### config.mk
export PLATFORM = sky130hd
export DESIGN_NAME = rpd_power_control
export DESIGN_NICKNAME = d
export VERILOG_FILES = /design/src/inc/rpd_pkg.sv /design/src/design/rpd_field_reg.sv /design/src/design/rpd_power_control.sv /design/src/design/rpd_sync.sv
export VERILOG_INCLUDE_DIRS = /design/src /design/src/inc
export SDC_FILE = /design/constraint.sdc
export NUM_CORES = 1
export LEC_CHECK = 0
export BUFFER_PORTS_ARGS = -buffer_cell sky130_fd_sc_hd__buf_2
export CAP_MARGIN = 20
export CORE_ASPECT_RATIO = 1.75
export CORE_MARGIN = 5
export CORE_UTILIZATION = 40
export DETAILED_ROUTE_END_ITERATION = 8
export GPL_TIMING_DRIVEN = 0
export PLACE_DENSITY_LB_ADDON = 0.25
export SLEW_MARGIN = 10
export SYNTH_ARGS = -nofsm -noshare
export SYNTH_HDL_FRONTEND = slang
export SYNTH_SLANG_ARGS = --single-unit
### constraint.sdc
create_clock -name clk -period 5.7 [get_ports clk]
set_input_delay 1.71 -clock clk [delete_from_list [all_inputs] [get_ports clk]]
set_output_delay 1.71 -clock clk [all_outputs]
set_load 0.01 [all_outputs]
### src/inc/rpd_map.svh
// register offsets, field positions, reset values and timing counts of the regulator power-down block
// assumes a 100 MHz clock and 16-bit register data
`ifndef RPD_MAP_SVH
`define RPD_MAP_SVH

`define RPD_ADDR_W 16
`define RPD_DATA_W 16

`define RPD_RTC_PM_ADDR 16'h1930
`define RPD_REG_CTRL_ADDR 16'h7004
`define RPD_WAKE_STAT_ADDR 16'h7008

`define RPD_PM_RSVD0_BIT 0
`define RPD_PM_REGULATOR_POWERDOWN_BIT_BIT 1
`define RPD_PM_BANDGAP_POWERDOWN_BIT_BIT 2
`define RPD_PM_RSVD3_BIT 3
`define RPD_PM_RSVD4_BIT 4
`define RPD_PM_RSVD_HI_VAL 11'h000
`define RPD_PM_RSVD4_VAL 1'h0
`define RPD_PM_RSVD3_VAL 1'h0
`define RPD_PM_RSVD0_VAL 1'h0

`define RPD_CTRL_USB_EN_BIT 0
`define RPD_CTRL_VSEL_BIT 1
`define RPD_CTRL_W 2
`define RPD_CTRL_RESET 2'h0
`define RPD_CTRL_WMASK 2'h3

`define RPD_WS_ALARM_BIT 0
`define RPD_WS_SUPPLY_BIT 1
`define RPD_WS_STATE_LSB 2
`define RPD_WS_PIN_BIT 6
`define RPD_WS_SETTLE_BIT 7

`define RPD_CLK_MHZ 100
`define RPD_BG_SETTLE_MS 100
`define RPD_BG_SETTLE_CYCLES (`RPD_BG_SETTLE_MS * 1000 * `RPD_CLK_MHZ)
`define RPD_SETTLE_W 24

`endif

### src/inc/rpd_pkg.sv
// types shared by the regulator power-down block
// assumes nothing from rpd_map.svh; the state codes are one-hot literals here
package rpd_pkg;

  typedef enum logic [3:0] {
    RPD_ON = 4'b0001,
    RPD_LDO_OFF = 4'b0010,
    RPD_BG_OFF = 4'b0100,
    RPD_BG_WAKE = 4'b1000
  } rpd_state_t;

  typedef struct packed {
    logic bandgap;
    logic analogPor;
    logic analogRegulator;
    logic coreRegulator;
    logic usbRegulator;
  } rpd_rail_t;

  typedef struct packed {
    logic coreRegulatorOut;
    logic usbRegulatorOut;
  } rpd_pad_oe_t;

endpackage : rpd_pkg

### src/design/rpd_field_reg.sv
// software-writable field with a reset value and a write mask
// assumes a one-cycle write strobe from the owning register decode
`timescale 1ns/100ps
module rpd_field_reg #(
  parameter int unsigned W = 2,
  parameter logic [W-1:0] RESET = '0,
  parameter logic [W-1:0] WMASK = '1
) (
  input wire logic clk,
  input wire logic rst,
  input wire logic we,
  input wire logic [W-1:0] wrData,
  output logic [W-1:0] q
);

  // masked bits keep their reset value forever
  always_ff @(posedge clk) begin
    if (rst) begin
      q <= RESET;
    end else if (we) begin
      q <= (wrData & WMASK) | (q & ~WMASK);
    end
  end

endmodule : rpd_field_reg

### src/design/rpd_power_control.sv
// power-down control of the analog, core and usb regulators, with the rtc power management register
// assumes a register master on clk, an rtc alarm level and rtc supply flag from other domains,
// and a board-strapped core regulator enable pin
`timescale 1ns/100ps
`include "rpd_map.svh"

// How it works
// one write setting either power-down bit turns off all three regulators at once
// bandgap bit (bit 2) off: regulators, analog por and bandgap; zero enables all
// regulator bit (bit 1) off: regulators and analog por; zero enables them
// during regulator power-down the bandgap stays powered for faster wake-up
// after shutdown only an rtc alarm or rtc supply power cycle re-enables
// analog regulator is always on unless a power-down bit shut it down
// board ties core enable pin low to enable, high to disable, never changed
// a disabled core or usb regulator leaves its output pin high impedance
// core regulator leaves reset enabled at 1.3 V
// software selects core output 1.3 V or 1.05 V at run time
// software enables or disables usb regulator alone, others unaffected
// usb regulator is disabled after reset
// bits 15:5 of rtc power management read constant, writes ignored
// software writes back defaults of reserved bits 4, 3 and 0
// software avoids power-down bits when the internal regulators are bypassed
// regulator control bit 1: zero gives 1.3 V, one gives 1.05 V
// regulator control bit 0: zero disables and tri-states, one enables 1.3 V
// regulator control bits 15:2 are read-only reserved, writes ignored
// an alarm wake-up clears the asserted power-down bit
module rpd_power_control
  import rpd_pkg::*;
#(
  parameter int unsigned BgSettleCycles = `RPD_BG_SETTLE_CYCLES
) (
  input wire logic clk,
  input wire logic rst,
  input wire logic [`RPD_ADDR_W-1:0] addr,
  input wire logic [`RPD_DATA_W-1:0] wrData,
  input wire logic wrEn,
  input wire logic rdEn,
  output logic [`RPD_DATA_W-1:0] rdData,
  input wire logic rtcAlarm,
  input wire logic rtcSupplyGood,
  input wire logic coreRegulatorEnablePin_n,
  output rpd_rail_t railOn,
  output logic coreVoltageSelect,
  output rpd_pad_oe_t padOe_n,
  output rpd_state_t powerState
);

  localparam logic [`RPD_SETTLE_W-1:0] SettleLoad = `RPD_SETTLE_W'(BgSettleCycles - 1);

  rpd_state_t state_reg;
  rpd_state_t state_next;
  logic [`RPD_SETTLE_W-1:0] settle_reg;
  logic alarmPrev_reg;
  logic supplyPrev_reg;
  logic wakeAlarm_reg;
  logic wakeSupply_reg;
  logic [`RPD_DATA_W-1:0] rdData_reg;
  rpd_rail_t railOn_reg;
  rpd_rail_t railOn_next;
  rpd_pad_oe_t padOe_reg;
  logic vsel_reg;

  logic alarmSync;
  logic supplySync;
  logic corePinSync_n;
  logic [`RPD_CTRL_W-1:0] ctrlField;

  logic hitRtcPm;
  logic hitCtrl;
  logic hitWakeStat;
  logic wrRtcPm;
  logic wrCtrl;
  logic wrWakeStat;
  logic bgReq;
  logic ldoReq;
  logic alarmRise;
  logic supplyLost;
  logic supplyBack;
  logic alarmWake;
  logic regsPowered;
  logic bgBit;
  logic ldoBit;
  logic [`RPD_DATA_W-1:0] rtcPmView;
  logic [`RPD_DATA_W-1:0] ctrlView;
  logic [`RPD_DATA_W-1:0] wakeStatView;

  // alarm and supply flag come from the rtc domain, the pin from the board
  rpd_sync #(
    .W(3)
  ) u_sync (
    .clk(clk),
    .rst(rst),
    .d({rtcAlarm, rtcSupplyGood, coreRegulatorEnablePin_n}),
    .q({alarmSync, supplySync, corePinSync_n})
  );

  // bit 1 selects core voltage, bit 0 enables usb, upper bits are not stored
  rpd_field_reg #(
    .W(`RPD_CTRL_W),
    .RESET(`RPD_CTRL_RESET),
    .WMASK(`RPD_CTRL_WMASK)
  ) u_ctrl (
    .clk(clk),
    .rst(rst),
    .we(wrCtrl),
    .wrData(wrData[`RPD_CTRL_W-1:0]),
    .q(ctrlField)
  );

  // address decode
  assign hitRtcPm = (addr == `RPD_RTC_PM_ADDR);
  assign hitCtrl = (addr == `RPD_REG_CTRL_ADDR);
  assign hitWakeStat = (addr == `RPD_WAKE_STAT_ADDR);
  assign wrRtcPm = wrEn && hitRtcPm;
  assign wrCtrl = wrEn && hitCtrl; // see
  assign wrWakeStat = wrEn && hitWakeStat;

  // bandgap request covers everything the regulator request does, so it takes priority
  assign bgReq = wrRtcPm && wrData[`RPD_PM_BANDGAP_POWERDOWN_BIT_BIT];
  assign ldoReq = wrRtcPm && wrData[`RPD_PM_REGULATOR_POWERDOWN_BIT_BIT] && !wrData[`RPD_PM_BANDGAP_POWERDOWN_BIT_BIT];

  // events from the rtc domain
  assign alarmRise = alarmSync && !alarmPrev_reg;
  assign supplyLost = !supplySync;
  assign supplyBack = supplySync && !supplyPrev_reg;

  always_ff @(posedge clk) begin
    if (rst) begin
      alarmPrev_reg <= 1'h0;
      supplyPrev_reg <= 1'h0;
    end else begin
      alarmPrev_reg <= alarmSync;
      supplyPrev_reg <= supplySync;
    end
  end

  assign alarmWake = alarmRise && ((state_reg == RPD_LDO_OFF) || (state_reg == RPD_BG_OFF));

  // shutdown sequencing
  always_comb begin
    state_next = state_reg;
    unique case (state_reg)
      RPD_ON: begin
        if (bgReq) begin
          state_next = RPD_BG_OFF; // see
        end else if (ldoReq) begin
          state_next = RPD_LDO_OFF; // see
        end
      end
      RPD_LDO_OFF: begin
        // writes are ignored here; the alarm or an rtc supply loss brings the rails back
        if (alarmRise) begin
          state_next = RPD_ON; // see
        end
      end
      RPD_BG_OFF: begin
        // bandgap must recharge its external capacitor before regulators return
        if (alarmRise) begin
          state_next = RPD_BG_WAKE; // see
        end
      end
      RPD_BG_WAKE: begin
        if (settle_reg == '0) begin
          state_next = RPD_ON;
        end
      end
      default: begin
        state_next = RPD_ON;
      end
    endcase
    // an rtc supply power cycle acts like a fresh start of the power-down logic
    if (supplyLost) begin
      state_next = RPD_ON;
    end
  end

  always_ff @(posedge clk) begin
    if (rst) begin
      state_reg <= RPD_ON;
    end else begin
      state_reg <= state_next;
    end
  end

  // bandgap settle wait after alarm wake
  always_ff @(posedge clk) begin
    if (rst) begin
      settle_reg <= '0;
    end else if (state_reg == RPD_BG_OFF && state_next == RPD_BG_WAKE) begin
      settle_reg <= SettleLoad;
    end else if (state_reg == RPD_BG_WAKE && settle_reg != '0) begin
      settle_reg <= settle_reg - 1'b1;
    end
  end

  // wake cause flags, write one to clear; a new cause in the same cycle wins
  always_ff @(posedge clk) begin
    if (rst) begin
      wakeAlarm_reg <= 1'h0;
    end else if (alarmWake) begin
      wakeAlarm_reg <= 1'h1;
    end else if (wrWakeStat && wrData[`RPD_WS_ALARM_BIT]) begin
      wakeAlarm_reg <= 1'h0;
    end
  end

  always_ff @(posedge clk) begin
    if (rst) begin
      wakeSupply_reg <= 1'h0;
    end else if (supplyBack) begin
      wakeSupply_reg <= 1'h1;
    end else if (wrWakeStat && wrData[`RPD_WS_SUPPLY_BIT]) begin
      wakeSupply_reg <= 1'h0;
    end
  end

  // power-down bits are the shutdown state itself, so a wake clears them
  assign bgBit = (state_reg == RPD_BG_OFF);
  assign ldoBit = (state_reg == RPD_LDO_OFF);
  assign regsPowered = (state_reg == RPD_ON);

  // rail enables, registered so pads see no decode glitches
  always_comb begin
    railOn_next.bandgap = (state_reg != RPD_BG_OFF); // see
    railOn_next.analogPor = regsPowered; // see
    railOn_next.analogRegulator = regsPowered;
    railOn_next.coreRegulator = regsPowered && !corePinSync_n; // see
    railOn_next.usbRegulator = regsPowered && ctrlField[`RPD_CTRL_USB_EN_BIT]; // see
  end

  always_ff @(posedge clk) begin
    if (rst) begin
      railOn_reg <= '0;
    end else begin
      railOn_reg <= railOn_next;
    end
  end

  // pad enables are low while the regulator drives its output pin
  always_ff @(posedge clk) begin
    if (rst) begin
      padOe_reg <= '1;
    end else begin
      padOe_reg.coreRegulatorOut <= !railOn_next.coreRegulator;
      padOe_reg.usbRegulatorOut <= !railOn_next.usbRegulator; // see
    end
  end

  always_ff @(posedge clk) begin
    if (rst) begin
      vsel_reg <= 1'h0;
    end else begin
      vsel_reg <= ctrlField[`RPD_CTRL_VSEL_BIT]; // see
    end
  end

  // read views; reserved bits are constants and never stored
  always_comb begin
    rtcPmView = '0;
    rtcPmView[`RPD_DATA_W-1:`RPD_PM_RSVD4_BIT+1] = `RPD_PM_RSVD_HI_VAL;
    rtcPmView[`RPD_PM_RSVD4_BIT] = `RPD_PM_RSVD4_VAL;
    rtcPmView[`RPD_PM_RSVD3_BIT] = `RPD_PM_RSVD3_VAL;
    rtcPmView[`RPD_PM_BANDGAP_POWERDOWN_BIT_BIT] = bgBit;
    rtcPmView[`RPD_PM_REGULATOR_POWERDOWN_BIT_BIT] = ldoBit;
    rtcPmView[`RPD_PM_RSVD0_BIT] = `RPD_PM_RSVD0_VAL;
  end

  always_comb begin
    ctrlView = '0;
    ctrlView[`RPD_CTRL_W-1:0] = ctrlField;
  end

  always_comb begin
    wakeStatView = '0;
    wakeStatView[`RPD_WS_ALARM_BIT] = wakeAlarm_reg;
    wakeStatView[`RPD_WS_SUPPLY_BIT] = wakeSupply_reg;
    wakeStatView[`RPD_WS_STATE_LSB+3:`RPD_WS_STATE_LSB] = state_reg;
    wakeStatView[`RPD_WS_PIN_BIT] = corePinSync_n;
    wakeStatView[`RPD_WS_SETTLE_BIT] = (state_reg == RPD_BG_WAKE);
  end

  // read data stand only in the cycle after the strobe; unmapped reads give zero
  always_ff @(posedge clk) begin
    if (rst) begin
      rdData_reg <= '0;
    end else if (rdEn) begin
      if (hitRtcPm) begin
        rdData_reg <= rtcPmView;
      end else if (hitCtrl) begin
        rdData_reg <= ctrlView;
      end else if (hitWakeStat) begin
        rdData_reg <= wakeStatView;
      end else begin
        rdData_reg <= '0;
      end
    end else begin
      rdData_reg <= '0;
    end
  end

  // software that bypasses the internal regulators must keep both power-down bits clear;
  // the logic cannot tell, so the request is honoured anyway (see)

  assign rdData = rdData_reg;
  assign railOn = railOn_reg;
  assign padOe_n = padOe_reg;
  assign coreVoltageSelect = vsel_reg;
  assign powerState = state_reg;

endmodule : rpd_power_control

### src/design/rpd_sync.sv
// two-flop synchroniser for levels from outside the clock domain
// assumes a synchronous active-high reset; output resets to zero
`timescale 1ns/100ps
module rpd_sync #(
  parameter int unsigned W = 1
) (
  input wire logic clk,
  input wire logic rst,
  input wire logic [W-1:0] d,
  output logic [W-1:0] q
);

  logic [W-1:0] meta_reg;

  // the first flop feeds only the second
  always_ff @(posedge clk) begin
    if (rst) begin
      meta_reg <= '0;
      q <= '0;
    end else begin
      meta_reg <= d;
      q <= meta_reg;
    end
  end

endmodule : rpd_sync

==> summary.md <==
| Metric | Value |
|---|---|
| Outcome | finished, final reports clean |
| Average cell area after synthesis | 9.41 um2 |
| Critical path endpoint | rdData[7] |
| Largest net degree at the start of global routing | 17 |
| Terminus of the critical flop-to-flop path | settle_reg[13] |
| Total via count in the routed design | 2246 |
| Initial core utilization | 0.411 |
| Shortest clock period the worst path allows after layout | 3700 ps |
| Routed via count divided by cell count | 5.45 |
| Final cycle utilization of the critical path | 0.649 |
| Family with the most delay on the worst path | simple AND/OR/NAND/NOR gates |
| Initial antenna violation count | 0 |
| Final wirelength | 6.17 mm |
| Minimum setup slack in the final design | 2000 ps |
| Crit path buf inv count | 1 |
| Remaining antenna violation count | 0 |
| Number of diodes | 0 |
| Number of storage elements in the synthesis netlist | 55 |
| Slowest cell on the critical path | or4b_2 |
| Via count of the first global-routing pass | 2300 |
| Top-level port count | 67 |
| DRT iter0 DRCs | 110 |
| Yosys cell types | 50 |
| Clock latency on the worst-skew pair | 300 ps |
| Final hold vios | 0 |
| CTS resizes | 0 |
| Die Y-Extent | 116 um |
| Final-layout fill cell count | 623 |
| Port Buffers | 45 |
| Largest stage delay, worst path | 700 ps |
| Die outline width | 70.5 um |
| Drt wl/cell | 15.0 um |
| Fraction of synthesis flops using an asynchronous set or reset pin | 0 |
| LEAKAGE | 1.21 nW |
| Sink count of the clock tree | 55 |
| Worst reg2reg path startpoint | settle_reg[2] |
| Setup repair after global routing missed its margin | no |
| Layout Area Growth over Synthesis | 18.1% |
| Total area of sequential cells | 0.00110 mm2 |
| Area enclosed by the die boundary | 0.00816 mm2 |
| Max-slew violation count | 0 |
| Category of the worst setup path capture point | flip-flop |
| Post-route DRC violation count | 0 |
| Slew @ Worst Pin | 921 ps |
| Min-Delay Path Class | reg -> reg |
| Arrival time of data at the critical path endpoint | 3950 ps |
| Total Routing Usage GR | 0.158 |
| Remaining global-route overflow | 0 |
| Longest Clk Path Bufs | 2 |
| Synthesized area | 0.00256 mm2 |
| First-pass GRT wire length | 10.5 mm |
| Max Cap Violations | 0 |
| Cell breakdown of the critical path | buf_2 > or4b_2 > or4_1 > nor3b_2 > nor2b_1 > and2_1 |
| HPWL Detailed | 4.78 mm |
| Max Fclk | 270 MHz |
| Clock input transition at the sequential cells of the worst setup and hold paths | 90 ps |
| Crit path launch | addr[9] |
| Number of gates on the worst path with buffers counted | 6 |
| Slew HR | 0.380 |
| Part of the Yosys area used for sequential elements | 0.430 |
| Flop-to-flop setup slack | 3000 ps |
| Hold-fix buffers, CTS | 0 |
| Total number of placement rows | 38 |
| Kind of start point of the critical path | primary input |
| Worst reg2reg path depth | 6 |
| Post CTS Setup Buffer Count | 0 |
| Depth of the CTS H-tree | 2 |
| Class of the most critical setup path | in -> reg |
| Yosys warning count | 0 |
| Worst Setup Slack post-DPL | 1640 ps |
| Final Setup Violations | 0 |
| Footprint of the multi-input gates | 0.00128 mm2 |
| Pwr per Cell Area | 224 mW/mm2 |
| Clock root buffer | clkbuf_8 |
| Final weighted congestion in routability-driven placement | 0.831 |
| Number of nets in the finished design | 373 |
| Max FFs per register | 24 |
| Peak ir drop on the vdd network | 0.113 mV |
| Setup skew after layout | 7.53 ps |
| Number of buffers created by CTS | 5 |
| Required time at the worst-slack endpoint | 5950 ps |
| Placeable core area | 0.00623 mm2 |
| Count of flip-flops with a built-in enable after synthesis | 0 |
| Max Fanout on Critical Path | 6 |
| Dominant register cell in the synthesized netlist | dfxtp_1 |
| TritonCTS clock tree | built |
| Post-route setup TNS | 0 ps |
| Gate count of the mapped netlist | 272 |
| Fraction of final layout cells with drive strength greater than 1 | 0.280 |
| Total iterations of the first detailed-routing run | 4 |
## how the worst min path moves through the flow
stage	start	endpoint	slack, ps	cells after the start
global route	u_sync.meta_reg[1]	u_sync.q[1]	470	1
global placement	u_sync.meta_reg[0]	u_sync.q[0]	420	1
CTS	u_sync.meta_reg[0]	u_sync.q[0]	450	1
finish	u_sync.meta_reg[1]	u_sync.q[1]	450	1
floorplan	u_ctrl.q[0]	padOe_n[0]	390	1
detailed placement	u_sync.meta_reg[0]	u_sync.q[0]	430	1
## report_power, final
part | internal (mW) | total, mW | switching, mW
combinational | 0.0171 | 0.0356 | 0.0185
clock | 0.129 | 0.251 | 0.123
sequential | 0.388 | 0.390 | 0.00164
## worst register-to-register path, stage by stage (launching register included)
cell and delay [ps]:
dfxtp_1 380, or4_4 580, nor3_1 460, nand3_1 290
clkbuf_1 320, or4_1 460, a21oi_1 150
## layout make-up
class,instances,area share
plain buffers,23,0.0567
repair buffers,46,0.0762
flip-flops and latches,55,0.364
clock inverters,2,0.0124
clock buffers,5,0.0228
multi-input cells,193,0.425
inverters,8,0.00993
well taps,80,0.0331
## stage by stage
step                instances   util  instance area [um2]  power (mW)  hold slack (ps)
finish                    412  0.485                 3020       0.677              446
global route              412  0.485                 3020       0.700              467
CTS                       412  0.485                 3020       0.684              450
detailed placement        405  0.468                 2920       0.435              428
global placement          404  0.467                 2910       0.434              423
floorplan                 279      -                 2590       0.418              390
## layer usage
metal  up-vias  share of wire  routed length, um  global-route usage
li1       1121              -                  -                   -
met5         -              0                  0                   0
met3        14          0.052                323              0.0252
met4         0          0.025                156              0.0588
met1      1048           0.36               2210               0.155
met2        63           0.56               3470               0.322
## cells by family (layout without fill, tap and decap cells)
kind of cell | count (synthesis) | count (layout) | synth area share
multiplexers | 1 | 1 | 0.00391
AO/OA/AOI/OAI | 65 | 65 | 0.180
XOR/XNOR | 3 | 3 | 0.0103
flip-flops | 55 | 55 | 0.430
adder cells (fa/ha/maj) | 2 | 2 | 0.00977
buffers and inverters | 31 | 84 | 0.0787
other | 1 | 8 | 0.00146
AND/OR/NAND/NOR | 114 | 114 | 0.285
## placed cells by master (no fill, tap or decap), drive strengths merged, types with 10 or more instances in the layout
cell type,Yosys,layout
a31oi,12,12
clkbuf,6,11
nor2b,14,14
o31ai,16,16
buf,17,63
nand2,13,13
dfxtp,55,55
or3,10,10
or4,20,20
a21oi,18,18
## synth_stat cells, drive strengths merged (6+ instances only)
cell,instances,area share
dfxtp,55,0.43
nor2,7,0.010
a31oi,12,0.029
nor2b,14,0.034
or4,20,0.062
buf,17,0.058
inv,8,0.012
nor3,6,0.012
nor4,6,0.015
a21oi,18,0.035
clkbuf,6,0.0093
nand2,13,0.019
or3,10,0.026
o31ai,16,0.052
No activity file was read; power rests on OpenSTA's default activity.
